===== src/hw/stat_consts.svh =====
`ifndef STAT_CONSTS_SVH
`define STAT_CONSTS_SVH

// ----------------------------------------
// register addresses (word index)
// ----------------------------------------
`define ADDR_IDLE_ERR 8'h09
`define ADDR_TX_HIGH 8'h0a
`define ADDR_TX_MID 8'h0b
`define ADDR_TX_LOW 8'h0c
`define ADDR_CTRL 8'h10

// ----------------------------------------
// fields and reset values
// ----------------------------------------
`define CTRL_ERR_EN_BIT 0
`define CTRL_TX_EN_BIT 1
`define CTRL_RESET 2'h3
`define COUNT16_RESET 16'h0000
`define COUNT48_RESET 48'h0000_0000_0000
`define RDATA_UNMAPPED 16'h0000

`endif


===== src/hw/stat_pkg.sv =====
package stat_pkg;
	typedef logic [15:0] word_t;
	typedef logic [47:0] count48_t;

	typedef struct packed {
		logic line_meta;
		logic line_sync;
		logic phase;
		logic valid_hold;
		logic error_prev;
		word_t idle_err_cnt;
		count48_t tx_cnt;
		word_t snap_mid;
		word_t snap_high;
		logic [1:0] ctrl;
		word_t rdata;
	} stat_state_s;
endpackage


===== src/hw/phy_stat_counters.sv =====
`timescale 1ns/100ps
`include "stat_consts.svh"
// Operation
// count receive error rising edges while receive valid is low, 16 bits
// idle error count read returns value, then clears; zero after reset
// error and valid flags come from the one receive control line
// 48-bit sent frame count seen as high, mid, low 16-bit words
// each transmitted packet adds one; all 48 bits zero after reset
// reading the high word clears the whole 48-bit count
// software reads low, then mid, then high for a correct value
// reading mid or low words leaves the count unchanged
// low word read captures mid and high for a coherent value
module phy_stat_counters
	import stat_pkg::*;
(
	input wire logic mclk, // core clock, 25 MHz
	input wire logic rst_n, // async reset, active low
	input wire logic [7:0] addr, // register address
	input wire logic [15:0] wdata, // write data
	input wire logic wr, // write strobe
	input wire logic rd, // read strobe
	output logic [15:0] rdata, // read data, cycle after rd
	input wire logic receive_control_line, // receive control pin, two samples per symbol
	input wire logic tx_packet_done // one pulse per transmitted packet
);

	stat_state_s st_reg;
	stat_state_s st_next;

	logic rd_idle;
	logic rd_high;
	logic rd_mid;
	logic rd_low;
	logic receive_valid_flag;
	logic receive_error_flag;
	logic err_evt;
	logic tx_evt;

	function automatic logic hit(input logic [7:0] a, input logic [7:0] target);
		return a == target;
	endfunction

	// a clear and an event together leave one count, never zero
	function automatic word_t bump16(input word_t cnt, input logic cleared);
		return cleared ? 16'h0001 : 16'(cnt + 16'h0001);
	endfunction

	function automatic count48_t bump48(input count48_t cnt, input logic cleared);
		return cleared ? 48'h0000_0000_0001 : 48'(cnt + 48'h0000_0000_0001);
	endfunction

	// ----------------------------------------
	// decode and events
	// ----------------------------------------
	always_comb begin
		rd_idle = rd && hit(addr, `ADDR_IDLE_ERR);
		rd_high = rd && hit(addr, `ADDR_TX_HIGH);
		rd_mid = rd && hit(addr, `ADDR_TX_MID);
		rd_low = rd && hit(addr, `ADDR_TX_LOW);
		// first half carries valid, second half valid xor error
		receive_valid_flag = st_reg.valid_hold;
		receive_error_flag = st_reg.valid_hold ^ st_reg.line_sync;
		err_evt = st_reg.phase && receive_error_flag && !st_reg.error_prev && !receive_valid_flag
			&& st_reg.ctrl[`CTRL_ERR_EN_BIT];
		tx_evt = tx_packet_done && st_reg.ctrl[`CTRL_TX_EN_BIT];
	end

	// ----------------------------------------
	// next state
	// ----------------------------------------
	always_comb begin
		st_next = st_reg;
		st_next.line_meta = receive_control_line;
		st_next.line_sync = st_reg.line_meta;
		st_next.phase = !st_reg.phase;
		if (!st_reg.phase) begin
			st_next.valid_hold = st_reg.line_sync;
		end else begin
			st_next.error_prev = receive_error_flag;
		end
		// set wins over the read clear, so no event is lost
		if (rd_idle) begin
			st_next.idle_err_cnt = `COUNT16_RESET;
		end
		if (err_evt) begin
			st_next.idle_err_cnt = bump16(st_reg.idle_err_cnt, rd_idle);
		end
		if (rd_high) begin
			st_next.tx_cnt = `COUNT48_RESET;
		end
		if (tx_evt) begin
			st_next.tx_cnt = bump48(st_reg.tx_cnt, rd_high);
		end
		if (rd_low) begin
			st_next.snap_mid = st_reg.tx_cnt[31:16];
			st_next.snap_high = st_reg.tx_cnt[47:32];
		end
		if (wr && hit(addr, `ADDR_CTRL)) begin
			st_next.ctrl = wdata[1:0];
		end
		st_next.rdata = `RDATA_UNMAPPED;
		if (rd) begin
			unique case (1'b1)
				rd_idle: st_next.rdata = st_reg.idle_err_cnt;
				rd_high: st_next.rdata = st_reg.snap_high;
				rd_mid: st_next.rdata = st_reg.snap_mid;
				rd_low: st_next.rdata = st_reg.tx_cnt[15:0];
				hit(addr, `ADDR_CTRL): st_next.rdata = {14'h0000, st_reg.ctrl};
				default: st_next.rdata = `RDATA_UNMAPPED;
			endcase
		end
	end

	always_ff @(posedge mclk or negedge rst_n) begin
		if (!rst_n) begin
			st_reg <= '{
				line_meta: 1'b0,
				line_sync: 1'b0,
				phase: 1'b0,
				valid_hold: 1'b0,
				error_prev: 1'b0,
				idle_err_cnt: `COUNT16_RESET,
				tx_cnt: `COUNT48_RESET,
				snap_mid: `COUNT16_RESET,
				snap_high: `COUNT16_RESET,
				ctrl: `CTRL_RESET,
				rdata: `RDATA_UNMAPPED
			};
		end else begin
			st_reg <= st_next;
		end
	end

	assign rdata = st_reg.rdata;
endmodule


===== config.mk =====
export PLATFORM = sky130hd
export DESIGN_NAME = phy_stat_counters
export DESIGN_NICKNAME = d
export VERILOG_FILES = /design/src/hw/stat_pkg.sv /design/src/hw/phy_stat_counters.sv
export VERILOG_INCLUDE_DIRS = /design/src /design/src/hw
export SDC_FILE = /design/constraint.sdc
export NUM_CORES = 1
export LEC_CHECK = 0
export ABC_AREA = 1
export BUFFER_PORTS_ARGS = -buffer_cell sky130_fd_sc_hd__buf_2
export CORE_MARGIN = 10
export CORE_UTILIZATION = 40
export CTS_CLUSTER_SIZE = 10
export DETAILED_ROUTE_END_ITERATION = 8
export GPL_ROUTABILITY_DRIVEN = 0
export PLACE_DENSITY = 0.67
export SETUP_SLACK_MARGIN = 0.05
export SYNTH_ARGS = -nofsm -noshare
export SYNTH_HDL_FRONTEND = slang
export SYNTH_SLANG_ARGS = --single-unit

===== constraint.sdc =====
create_clock -name mclk -period 1.9 [get_ports mclk]
set_input_delay 0.38 -clock mclk [delete_from_list [all_inputs] [get_ports mclk]]
set_output_delay 0.38 -clock mclk [all_outputs]
set_load 0.05 [all_outputs]

==> impl_metrics.py, run 1 <==
metrics = {
    "critical_path": {
        "critPathMaxFanout": 12,
        "crit_arrival_ns": 2.08,
        "cp-start-kind": "flip-flop",
        "crit_required_ns": 2.26,
        "critPathTopFamily": "simple AND/OR/NAND/NOR gates",
        "worstPathBufferInverterCount": 1,
        "cpMaxStageDelayCell": "dfstp_2",
        "crit_chain": "nand2_2 -> inv_4 -> nand2_1 -> nor2_2 -> nand2_1 -> nor2_2 -> nand2_1 -> nand2_1 -> nand2_1 -> nor2_1",
        "max_stage_delay_ns": 0.55,
        "path_class": "reg -> reg",
        "crit_path_end_kind": "flip-flop",
        "critPathMostFrequentCell": "nand2_1",
    },
    "clock_network": {
        "cts.path.max_buffers": 2,
        "cts_tree": "done",
        "htree_num_levels": 4,
        "path_clk_slew_ns": 0.05,
        "clock_sinks": 119,
        "cts_root_buffer": "clkbuf_16",
        "clk-insertion-delay-late_ns": 0.42,
        "cts_buffers": 17,
        "post_cts_buffers": 0,
    },
    "synth": {
        "yosysSeqAreaShare_pct": 46.5,
        "yosysTopAreaCell": "dfrtp_1",
        "synthFlopType": "dfrtp_1",
        "synthArstFlopShare_pct": 100,
        "synth_warnings": 0,
        "synth_cell_types": 36,
        "synthTopCellsByArea": "dfrtp_1 (46%), nand2_1 (17%), nor2_1 (8.1%)",
        "syn_area_um2": 6410,
        "syn_nets": 916,
        "synth-edff-count": 0,
        "ys_seq_elements": 119,
        "synth_top_area_share_pct": 45.7,
        "syn_area_per_cell_um2": 7.25,
        "synthCells": 884,
    },
    "timing": {
        "fmax_mhz": 580,
        "drv_slew": 0,
        "rsz0062_at_grt": "true",
        "fin_crit_sh_pct": 90.7,
        "layout_min_cycle_time_ns": 1.72,
        "max_slew_margin_pct": 62.3,
        "tightest_slew_ns": 0.564,
        "setup_viol_count_final": 0,
        "finClkSkew_ns": 0.00930,
        "hold_violations": 0,
    },
    "cells_and_area": {
        "fill_cells": 1626,
        "largest_reg_flops": 101,
        "layout-drive-gt1-share_pct": 11.8,
        "diodes": 0,
        "final_util_pct": 46.7,
        "nets": 954,
        "area_growth_pct": 14.9,
    },
    "routing": {
        "num_vias": 5731,
        "top_layer": "met4",
        "wl_met1_um": 7550,
        "viasPerCell": 4.98,
        "wl_per_cell_um": 14.6,
        "drt_iter0_markers": 608,
        "drc": 0,
        "drtPass1Iterations": 5,
        "wl_met2_um": 7650,
        "met3_wirelength_um": 1130,
        "routed_wirelength_um": 16800,
        "antenna_left": 0,
    },
    "global_routing": {
        "grt_pass1_vias": 5535,
        "antenna_found_initial": 0,
        "grt_pass1_wl_um": 28100,
        "overflow": 0,
        "grt_max_degree": 52,
        "track_usage_pct": 16.3,
    },
    "pwr": {
        "power_density_nw_per_um2": 844,
        "power.leakage_uw": 0.00368,
        "vdd_ir_drop_max_mv": 0.563,
        "power_uw": 6210,
    },
    "outcome": {
        "status": "finished clean",
    },
    "floorplan": {
        "core_um2": 15800,
        "pin_count": 46,
        "num_rows": 46,
        "die_y_um": 147,
        "die_x_um": 147,
        "initial_core_util_pct": 40.6,
        "die-area_um2": 21500,
    },
    "hold_path": {
        "hold_class": "in -> reg",
    },
    "placed_design": {
        "io_buffers": 31,
        "dp_hpwl_um": 12800,
    },
    "job": {
        "max_cap_violations": 0,
    },
}
## worst paths after layout
check / start / to / slack (ns) / cells past startpoint
min in group asynchronous: rst_n / st_reg[112] / 0.44 / 2
setup / recovery: st_reg[17] / st_reg[89] / 0.18 / 10
hold reg to reg: st_next[117] / st_reg[117] / 0.36 / 0
setup reg to reg: st_reg[17] / st_reg[89] / 0.18 / 10
hold / removal: receive_control_line / st_next[117] / 0.07 / 1
max in group asynchronous: rst_n / st_reg[64] / 0.83 / 3
## stage by stage
stage | setup TNS, ns | instances | setup slack (ns) | area, um^2 | hold WS, ns
4_1_cts | 0 | 1151 | 0.114 | 7360 | 0.0652
2_1_floorplan | 0 | 884 | 0.445 | 6410 | 0.0844
6_report | 0 | 1151 | 0.177 | 7360 | 0.0739
5_1_grt | 0 | 1151 | 0.0300 | 7360 | 0.0646
3_3_place_gp | 0 | 1118 | 0.0753 | 6780 | 0.334
3_5_place_dp | -0.00164 | 1118 | -0.00164 | 6780 | 0.345
## layer usage
layer	GRT usage [%]	vias up
met5	0	-
met4	7.71	0
met3	3.46	38
met2	25.3	175
met1	21.4	2632
li1	-	2886
## cells by family after synthesis
kind of cell             count (synthesis)  synth area share [%]
flip-flops                             119                  46.5
adder cells (fa/ha/maj)                  2                 0.390
multiplexers                             2                 0.351
XOR/XNOR                                 4                 0.547
AO/OA/AOI/OAI                           88                  7.05
buffers and inverters                  125                  8.92
AND/OR/NAND/NOR                        544                  36.2
## final cells by class
cell class | count | area, um^2 | share of cell area [%]
clock buffers | 27 | 493 | 6.69
clock inverters | 5 | 75.1 | 1.02
inverters | 93 | 353 | 4.79
multi-input cells | 640 | 2860 | 38.8
flip-flops and latches | 119 | 2980 | 40.5
well taps | 216 | 270 | 3.67
repair buffers | 51 | 335 | 4.55
## power breakdown
| group | switching (uW) | leakage [uW] | internal (uW) |
|---|---|---|---|
| clock | 1080 | 0.000279 | 2020 |
| sequential | 83.1 | 0.00153 | 2630 |
| combinational | 259 | 0.00187 | 131 |
## cell usage in the layout (no fill, tap or decap), types with 2 or more instances in the layout
| cell | synthesis | layout |
|---|---|---|
| nand2_1 | 285 | 285 |
| nor2_1 | 139 | 139 |
| dfrtp_1 | 117 | 116 |
| inv_1 | 89 | 89 |
| o21ai_0 | 49 | 49 |
| nand3_1 | 45 | 45 |
| a21oi_1 | 33 | 33 |
| nand4_1 | 30 | 30 |
| buf_2 | 4 | 30 |
| buf_4 | 20 | 18 |
| nor3_1 | 17 | 17 |
| clkbuf_16 | 0 | 17 |
| nor2_2 | 11 | 11 |
| clkbuf_1 | 5 | 7 |
| nand2_2 | 4 | 4 |
| nor2_4 | 4 | 4 |
| clkinv_2 | 1 | 4 |
| a22oi_1 | 3 | 3 |
| nor3_2 | 3 | 3 |
| xor2_1 | 3 | 3 |
| clkbuf_8 | 1 | 3 |
| mux2_2 | 2 | 2 |
| inv_2 | 3 | 2 |
| ha_1 | 2 | 2 |
| bufinv_16 | 0 | 2 |
| buf_12 | 0 | 2 |
| dfstp_2 | 2 | 2 |
## synth_stat cells, types with 2 or more instances
cell and instances:
nor2_1 139, a22oi_1 3, nand4_1 30, nand2_2 4, buf_2 4, mux2_2 2
nor3_1 17, a21oi_1 33, inv_2 3, nand2_1 285, inv_1 89, nor3_2 3
ha_1 2, clkbuf_1 5, nand3_1 45, nor2_4 4, o21ai_0 49, buf_4 20
nor2_2 11, dfrtp_1 117, dfstp_2 2, xor2_1 3
## what timing repair did
| action | 4_1_cts | 5_1_grt |
|---|---|---|
| endpoints found under the setup margin | 0 | 11 |
| hold buffers | 1 | 0 |
| hold endpoints to repair | 26 | 0 |
| resized for setup | 0 | 3 |
Power figures use the tool's default switching activity.
==> run 2: changes to the inputs <==
- clock period: 1.9 -> 1.79 ns (I/O delays scaled with it)
==> impl_metrics.py, run 2 (same netlist as run 1, synthesis figures left out) <==
metrics = {
    "outcome": {
        "status": "finished clean",
    },
    "critical_path": {
        "crit_required_ns": 2.10,
        "rr_worst_depth": 8,
        "r2r_end": "st_reg[87]",
        "crit_path_end_kind": "flip-flop",
        "path_class": "reg -> reg",
        "worst-r2r-setup-slack_ns": 0.16,
        "r2r-start": "st_reg[17]",
        "cp-start-kind": "flip-flop",
        "critPathMaxFanout": 7,
        "crit_arrival_ns": 1.94,
    },
    "global_routing": {
        "track_usage_pct": 16.1,
        "overflow": 0,
        "antenna_found_initial": 0,
        "grt_pass1_vias": 5441,
        "grt_pass1_wl_um": 27800,
        "grt_max_degree": 47,
    },
    "placed_design": {
        "dp_hpwl_um": 12800,
        "io_buffers": 31,
    },
    "cells_and_area": {
        "multiInputGateArea_um2": 2900,
        "nets": 960,
        "ff_latch_area_um2": 2990,
        "largest_reg_flops": 101,
        "final_common_cell": "nand2_1",
        "area_growth_pct": 17.2,
        "layout-drive-gt1-share_pct": 14.7,
        "diodes": 0,
        "final_cell_mix": "nand2_1 (283), nor2_1 (130), dfrtp_1 (111)",
        "fill_cells": 1582,
    },
    "hold_path": {
        "min_from": "receive_control_line",
        "min_to": "st_next[117]",
        "min_path_cells": 1,
        "hold_class": "in -> reg",
    },
    "routing": {
        "antenna_left": 0,
        "drtPass1Iterations": 6,
        "routed_wirelength_um": 16900,
        "drt_iter0_markers": 560,
        "num_vias": 5787,
        "wl_per_cell_um": 14.6,
        "viasPerCell": 5.00,
        "drc": 0,
    },
    "pwr": {
        "power_density_nw_per_um2": 890,
        "clkPwrFrac_pct": 50.5,
        "power.leakage_uw": 0.00375,
        "vdd_ir_drop_max_mv": 0.700,
        "combPwrFrac_pct": 6.4,
        "power.net_switching_uw": 1570,
        "intPower_uw": 5120,
        "p_sw_share_pct": 23.5,
        "p_seq_share_pct": 43.1,
    },
    "job": {
        "max_cap_violations": 0,
    },
    "floorplan": {
        "die-area_um2": 21500,
        "die_y_um": 147,
        "die_x_um": 147,
        "pin_count": 46,
        "core_um2": 15800,
        "num_rows": 46,
        "initial_core_util_pct": 40.6,
    },
    "clock_network": {
        "path_clk_slew_ns": 0.05,
        "htree_num_levels": 4,
        "cts_buffers": 17,
        "clk-insertion-delay-late_ns": 0.42,
        "clock_sinks": 119,
        "cts_tree": "done",
        "cts.path.max_buffers": 2,
        "cts_root_buffer": "clkbuf_16",
    },
    "timing": {
        "fin_crit_sh_pct": 91.3,
        "fmax_mhz": 612,
        "drv_slew": 0,
        "hold_slack_ns": 0.0469,
        "finClkSkew_ns": 0.00891,
        "hold_violations": 0,
        "rsz0062_at_grt": "true",
        "max_slew_margin_pct": 62.4,
        "setup_viol_count_final": 0,
        "tightest_slew_ns": 0.563,
        "fin_setup_tns_ns": 0,
        "layout_min_cycle_time_ns": 1.63,
    },
}
run 2: worst max-delay path, cell delays in order, from the launching register on:
cell,delay [ns]
dfstp_2,0.56
nand2_2,0.11
inv_2,0.09
buf_4,0.15
nand4_1,0.17
nor2_4,0.23
nand3_1,0.09
nand2_1,0.07
nor2_1,0.05
run 2: final cells by class:
type	instances	area share (%)
flip-flops and latches	119	39.8
clock inverters	9	1.30
clock buffers	23	6.50
multi-input cells	640	38.6
well taps	216	3.60
inverters	93	4.66
repair buffers	57	5.56
run 2: what timing repair did:
action	CTS	global route
endpoints found under the hold margin	26	0
hold buffers	1	0
buffers inserted	0	1
endpoints found under the setup margin	1	15
pin swaps	0	1
gates resized for setup	1	21
run 2: power groups by stage:
stage | logic, uW | registers [uW] | clock network, uW
3_5_place_dp | 426 | 2920 | 0
5_1_grt | 496 | 2890 | 3550
2_1_floorplan | 227 | 2910 | 0
3_3_place_gp | 415 | 2920 | 0
6_report | 429 | 2880 | 3380
4_1_cts | 433 | 2880 | 3420
run 2: routing by layer:
layer / up-vias / wire length, um / GRT usage, %
met5: - / 0 / 0
met3: 34 / 1120 / 3.77
met4: 0 / 500 / 7.66
met2: 191 / 7650 / 24.5
li1: 2891 / - / -
met1: 2671 / 7640 / 20.9
run 2: metrics by stage:
step	std cells	area, um^2	utilization (%)	total power, uW	setup slack (ns)
6_report	1157	7510	47.6	6690	0.155
3_5_place_dp	1123	6860	43.5	3350	0.0343
5_1_grt	1157	7510	47.6	6940	0.0304
2_1_floorplan	884	6410	-	3130	0.335
3_3_place_gp	1123	6860	43.5	3340	0.0632
4_1_cts	1156	7460	47.3	6730	0.0924
run 2: worst max-delay path by stage:
stage                 end  slack (ns)  cells past startpoint  startpoint
2_1_floorplan  st_reg[69]        0.34                      8  st_reg[17]
3_3_place_gp   st_reg[64]        0.06                      9     addr[2]
3_5_place_dp   st_reg[78]        0.03                      9     addr[2]
4_1_cts        st_reg[93]        0.09                      9  st_reg[17]
5_1_grt        st_reg[92]        0.03                      8  st_reg[70]
6_report       st_reg[87]        0.16                      8  st_reg[17]
==> run 3: changes to the inputs <==
- RECOVER_POWER: unset -> 25
==> impl_metrics.py, run 3 (same netlist as run 1, synthesis figures left out) <==
metrics = {
    "outcome": {
        "status": "finished clean",
    },
    "routing": {
        "viasPerCell": 5.00,
        "antenna_left": 0,
        "drtPass1Iterations": 6,
        "num_vias": 5786,
        "routed_wirelength_um": 16900,
        "drt_iter0_markers": 560,
        "drc": 0,
        "wl_per_cell_um": 14.6,
    },
    "clock_network": {
        "cts.path.max_buffers": 2,
        "path_clk_slew_ns": 0.05,
        "clk-insertion-delay-late_ns": 0.42,
        "clock_sinks": 119,
        "cts_buffers": 17,
        "htree_num_levels": 4,
        "cts_tree": "done",
        "cts_root_buffer": "clkbuf_16",
    },
    "critical_path": {
        "critPathMaxFanout": 7,
        "path_class": "reg -> reg",
        "crit_required_ns": 2.10,
        "crit_path_end_kind": "flip-flop",
        "crit_chain": "nand2_2 -> inv_2 -> buf_4 -> nand4_1 -> nor2_4 -> nand3_1 -> nand2_1 -> nor2_1",
        "max_stage_delay_ns": 0.56,
        "cp-start-kind": "flip-flop",
        "cpMaxStageDelayCell": "dfstp_2",
        "crit_arrival_ns": 1.94,
    },
    "floorplan": {
        "initial_core_util_pct": 40.6,
        "die_y_um": 147,
        "core_um2": 15800,
        "die-area_um2": 21500,
        "die_x_um": 147,
        "num_rows": 46,
        "pin_count": 46,
    },
    "timing": {
        "tightest_slew_ns": 0.776,
        "fin_crit_sh_pct": 91.3,
        "max_slew_margin_pct": 48.3,
        "finClkSkew_ns": 0.00871,
        "fin_setup_tns_ns": 0,
        "hold_violations": 0,
        "fin_ws_ns": 0.155,
        "setup_viol_count_final": 0,
        "drv_slew": 0,
        "layout_min_cycle_time_ns": 1.63,
        "rsz0062_at_grt": "true",
        "fmax_mhz": 612,
    },
    "cells_and_area": {
        "nets": 960,
        "fill_cells": 1585,
        "layout-drive-gt1-share_pct": 14.7,
        "area_growth_pct": 17.0,
        "ff_latch_area_um2": 2990,
        "final_common_cell": "nand2_1",
        "multiInputGateArea_um2": 2900,
        "largest_reg_flops": 101,
        "diodes": 0,
        "final_cell_mix": "nand2_1 (283), nor2_1 (130), dfrtp_1 (111)",
    },
    "pwr": {
        "power_density_nw_per_um2": 891,
        "power_uw": 6680,
        "power.leakage_uw": 0.00374,
        "vdd_ir_drop_max_mv": 0.700,
    },
    "global_routing": {
        "grt_pass1_wl_um": 27800,
        "overflow": 0,
        "grt_max_degree": 47,
        "grt_pass1_vias": 5441,
        "track_usage_pct": 16.1,
        "antenna_found_initial": 0,
    },
    "job": {
        "max_cap_violations": 0,
    },
    "placed_design": {
        "pre_cts_slack_ns": 0.0343,
        "io_buffers": 31,
        "dp_hpwl_um": 12800,
    },
    "hold_path": {
        "hold_class": "in -> reg",
    },
}
run 3: cell count changes in the layout (fill, tap and decap cells not counted), sizes merged:
| cell | before | now |
|---|---|---|
| buf | 56 | 55 |
| clkbuf | 23 | 24 |
run 3: where the power goes:
part	switching [uW]	internal [uW]	total (uW)
Sequential	87.4	2790	2880
Combinational	285	140	425
Clock	1200	2180	3380
run 3: worst paths after layout:
check | endpoint | cells after the start | startpoint | slack [ns]
setup / recovery | st_reg[87] | 8 | st_reg[17] | 0.16
setup reg to reg | st_reg[87] | 8 | st_reg[17] | 0.16
hold / removal | st_next[117] | 1 | receive_control_line | 0.05
max in group asynchronous | st_reg[63] | 3 | rst_n | 0.35
min in group asynchronous | st_reg[107] | 2 | rst_n | 0.55
hold reg to reg | st_reg[117] | 0 | st_next[117] | 0.34
run 3: metal layers:
| metal | up-vias | share of wire [%] | GRT usage (%) |
|---|---|---|---|
| li1 | 2891 | - | - |
| met1 | 2671 | 45 | 20.9 |
| met2 | 190 | 45 | 24.5 |
| met3 | 34 | 6.6 | 3.77 |
| met4 | 0 | 3.0 | 7.66 |
| met5 | - | 0 | 0 |
run 3: what timing repair did:
item,in CTS,in global routing
hold endpoints to repair,26,0
gates resized for setup,1,21
endpoints found under the setup margin,1,15
setup buffers,0,1
hold buffers,1,0
pin swaps,0,1
run 3: area by class of cell:
cell class | instances | area share [%]
clock buffer | 23 | 6.51
inverter | 93 | 4.67
clock inverter | 9 | 1.30
tap | 216 | 3.60
timing repair buffer | 57 | 5.42
multi-input combinational | 640 | 38.7
sequential | 119 | 39.8
run 3: through the flow:
stage / hold WS (ns) / instances / instance area, um^2 / util, %
floorplan: 0.0624 / 884 / 6410 / -
global route: 0.0330 / 1157 / 7500 / 47.6
finish: 0.0468 / 1157 / 7500 / 47.6
detailed placement: 0.322 / 1123 / 6860 / 43.5
CTS: 0.0317 / 1156 / 7460 / 47.3
global placement: 0.317 / 1123 / 6860 / 43.5
run 3: critical path, delay by kind of cell, from the launching register on:
kind	cells	cell delay, ns
flip-flops	1	0.56
buffers and inverters	2	0.24
AND/OR/NAND/NOR	6	0.72
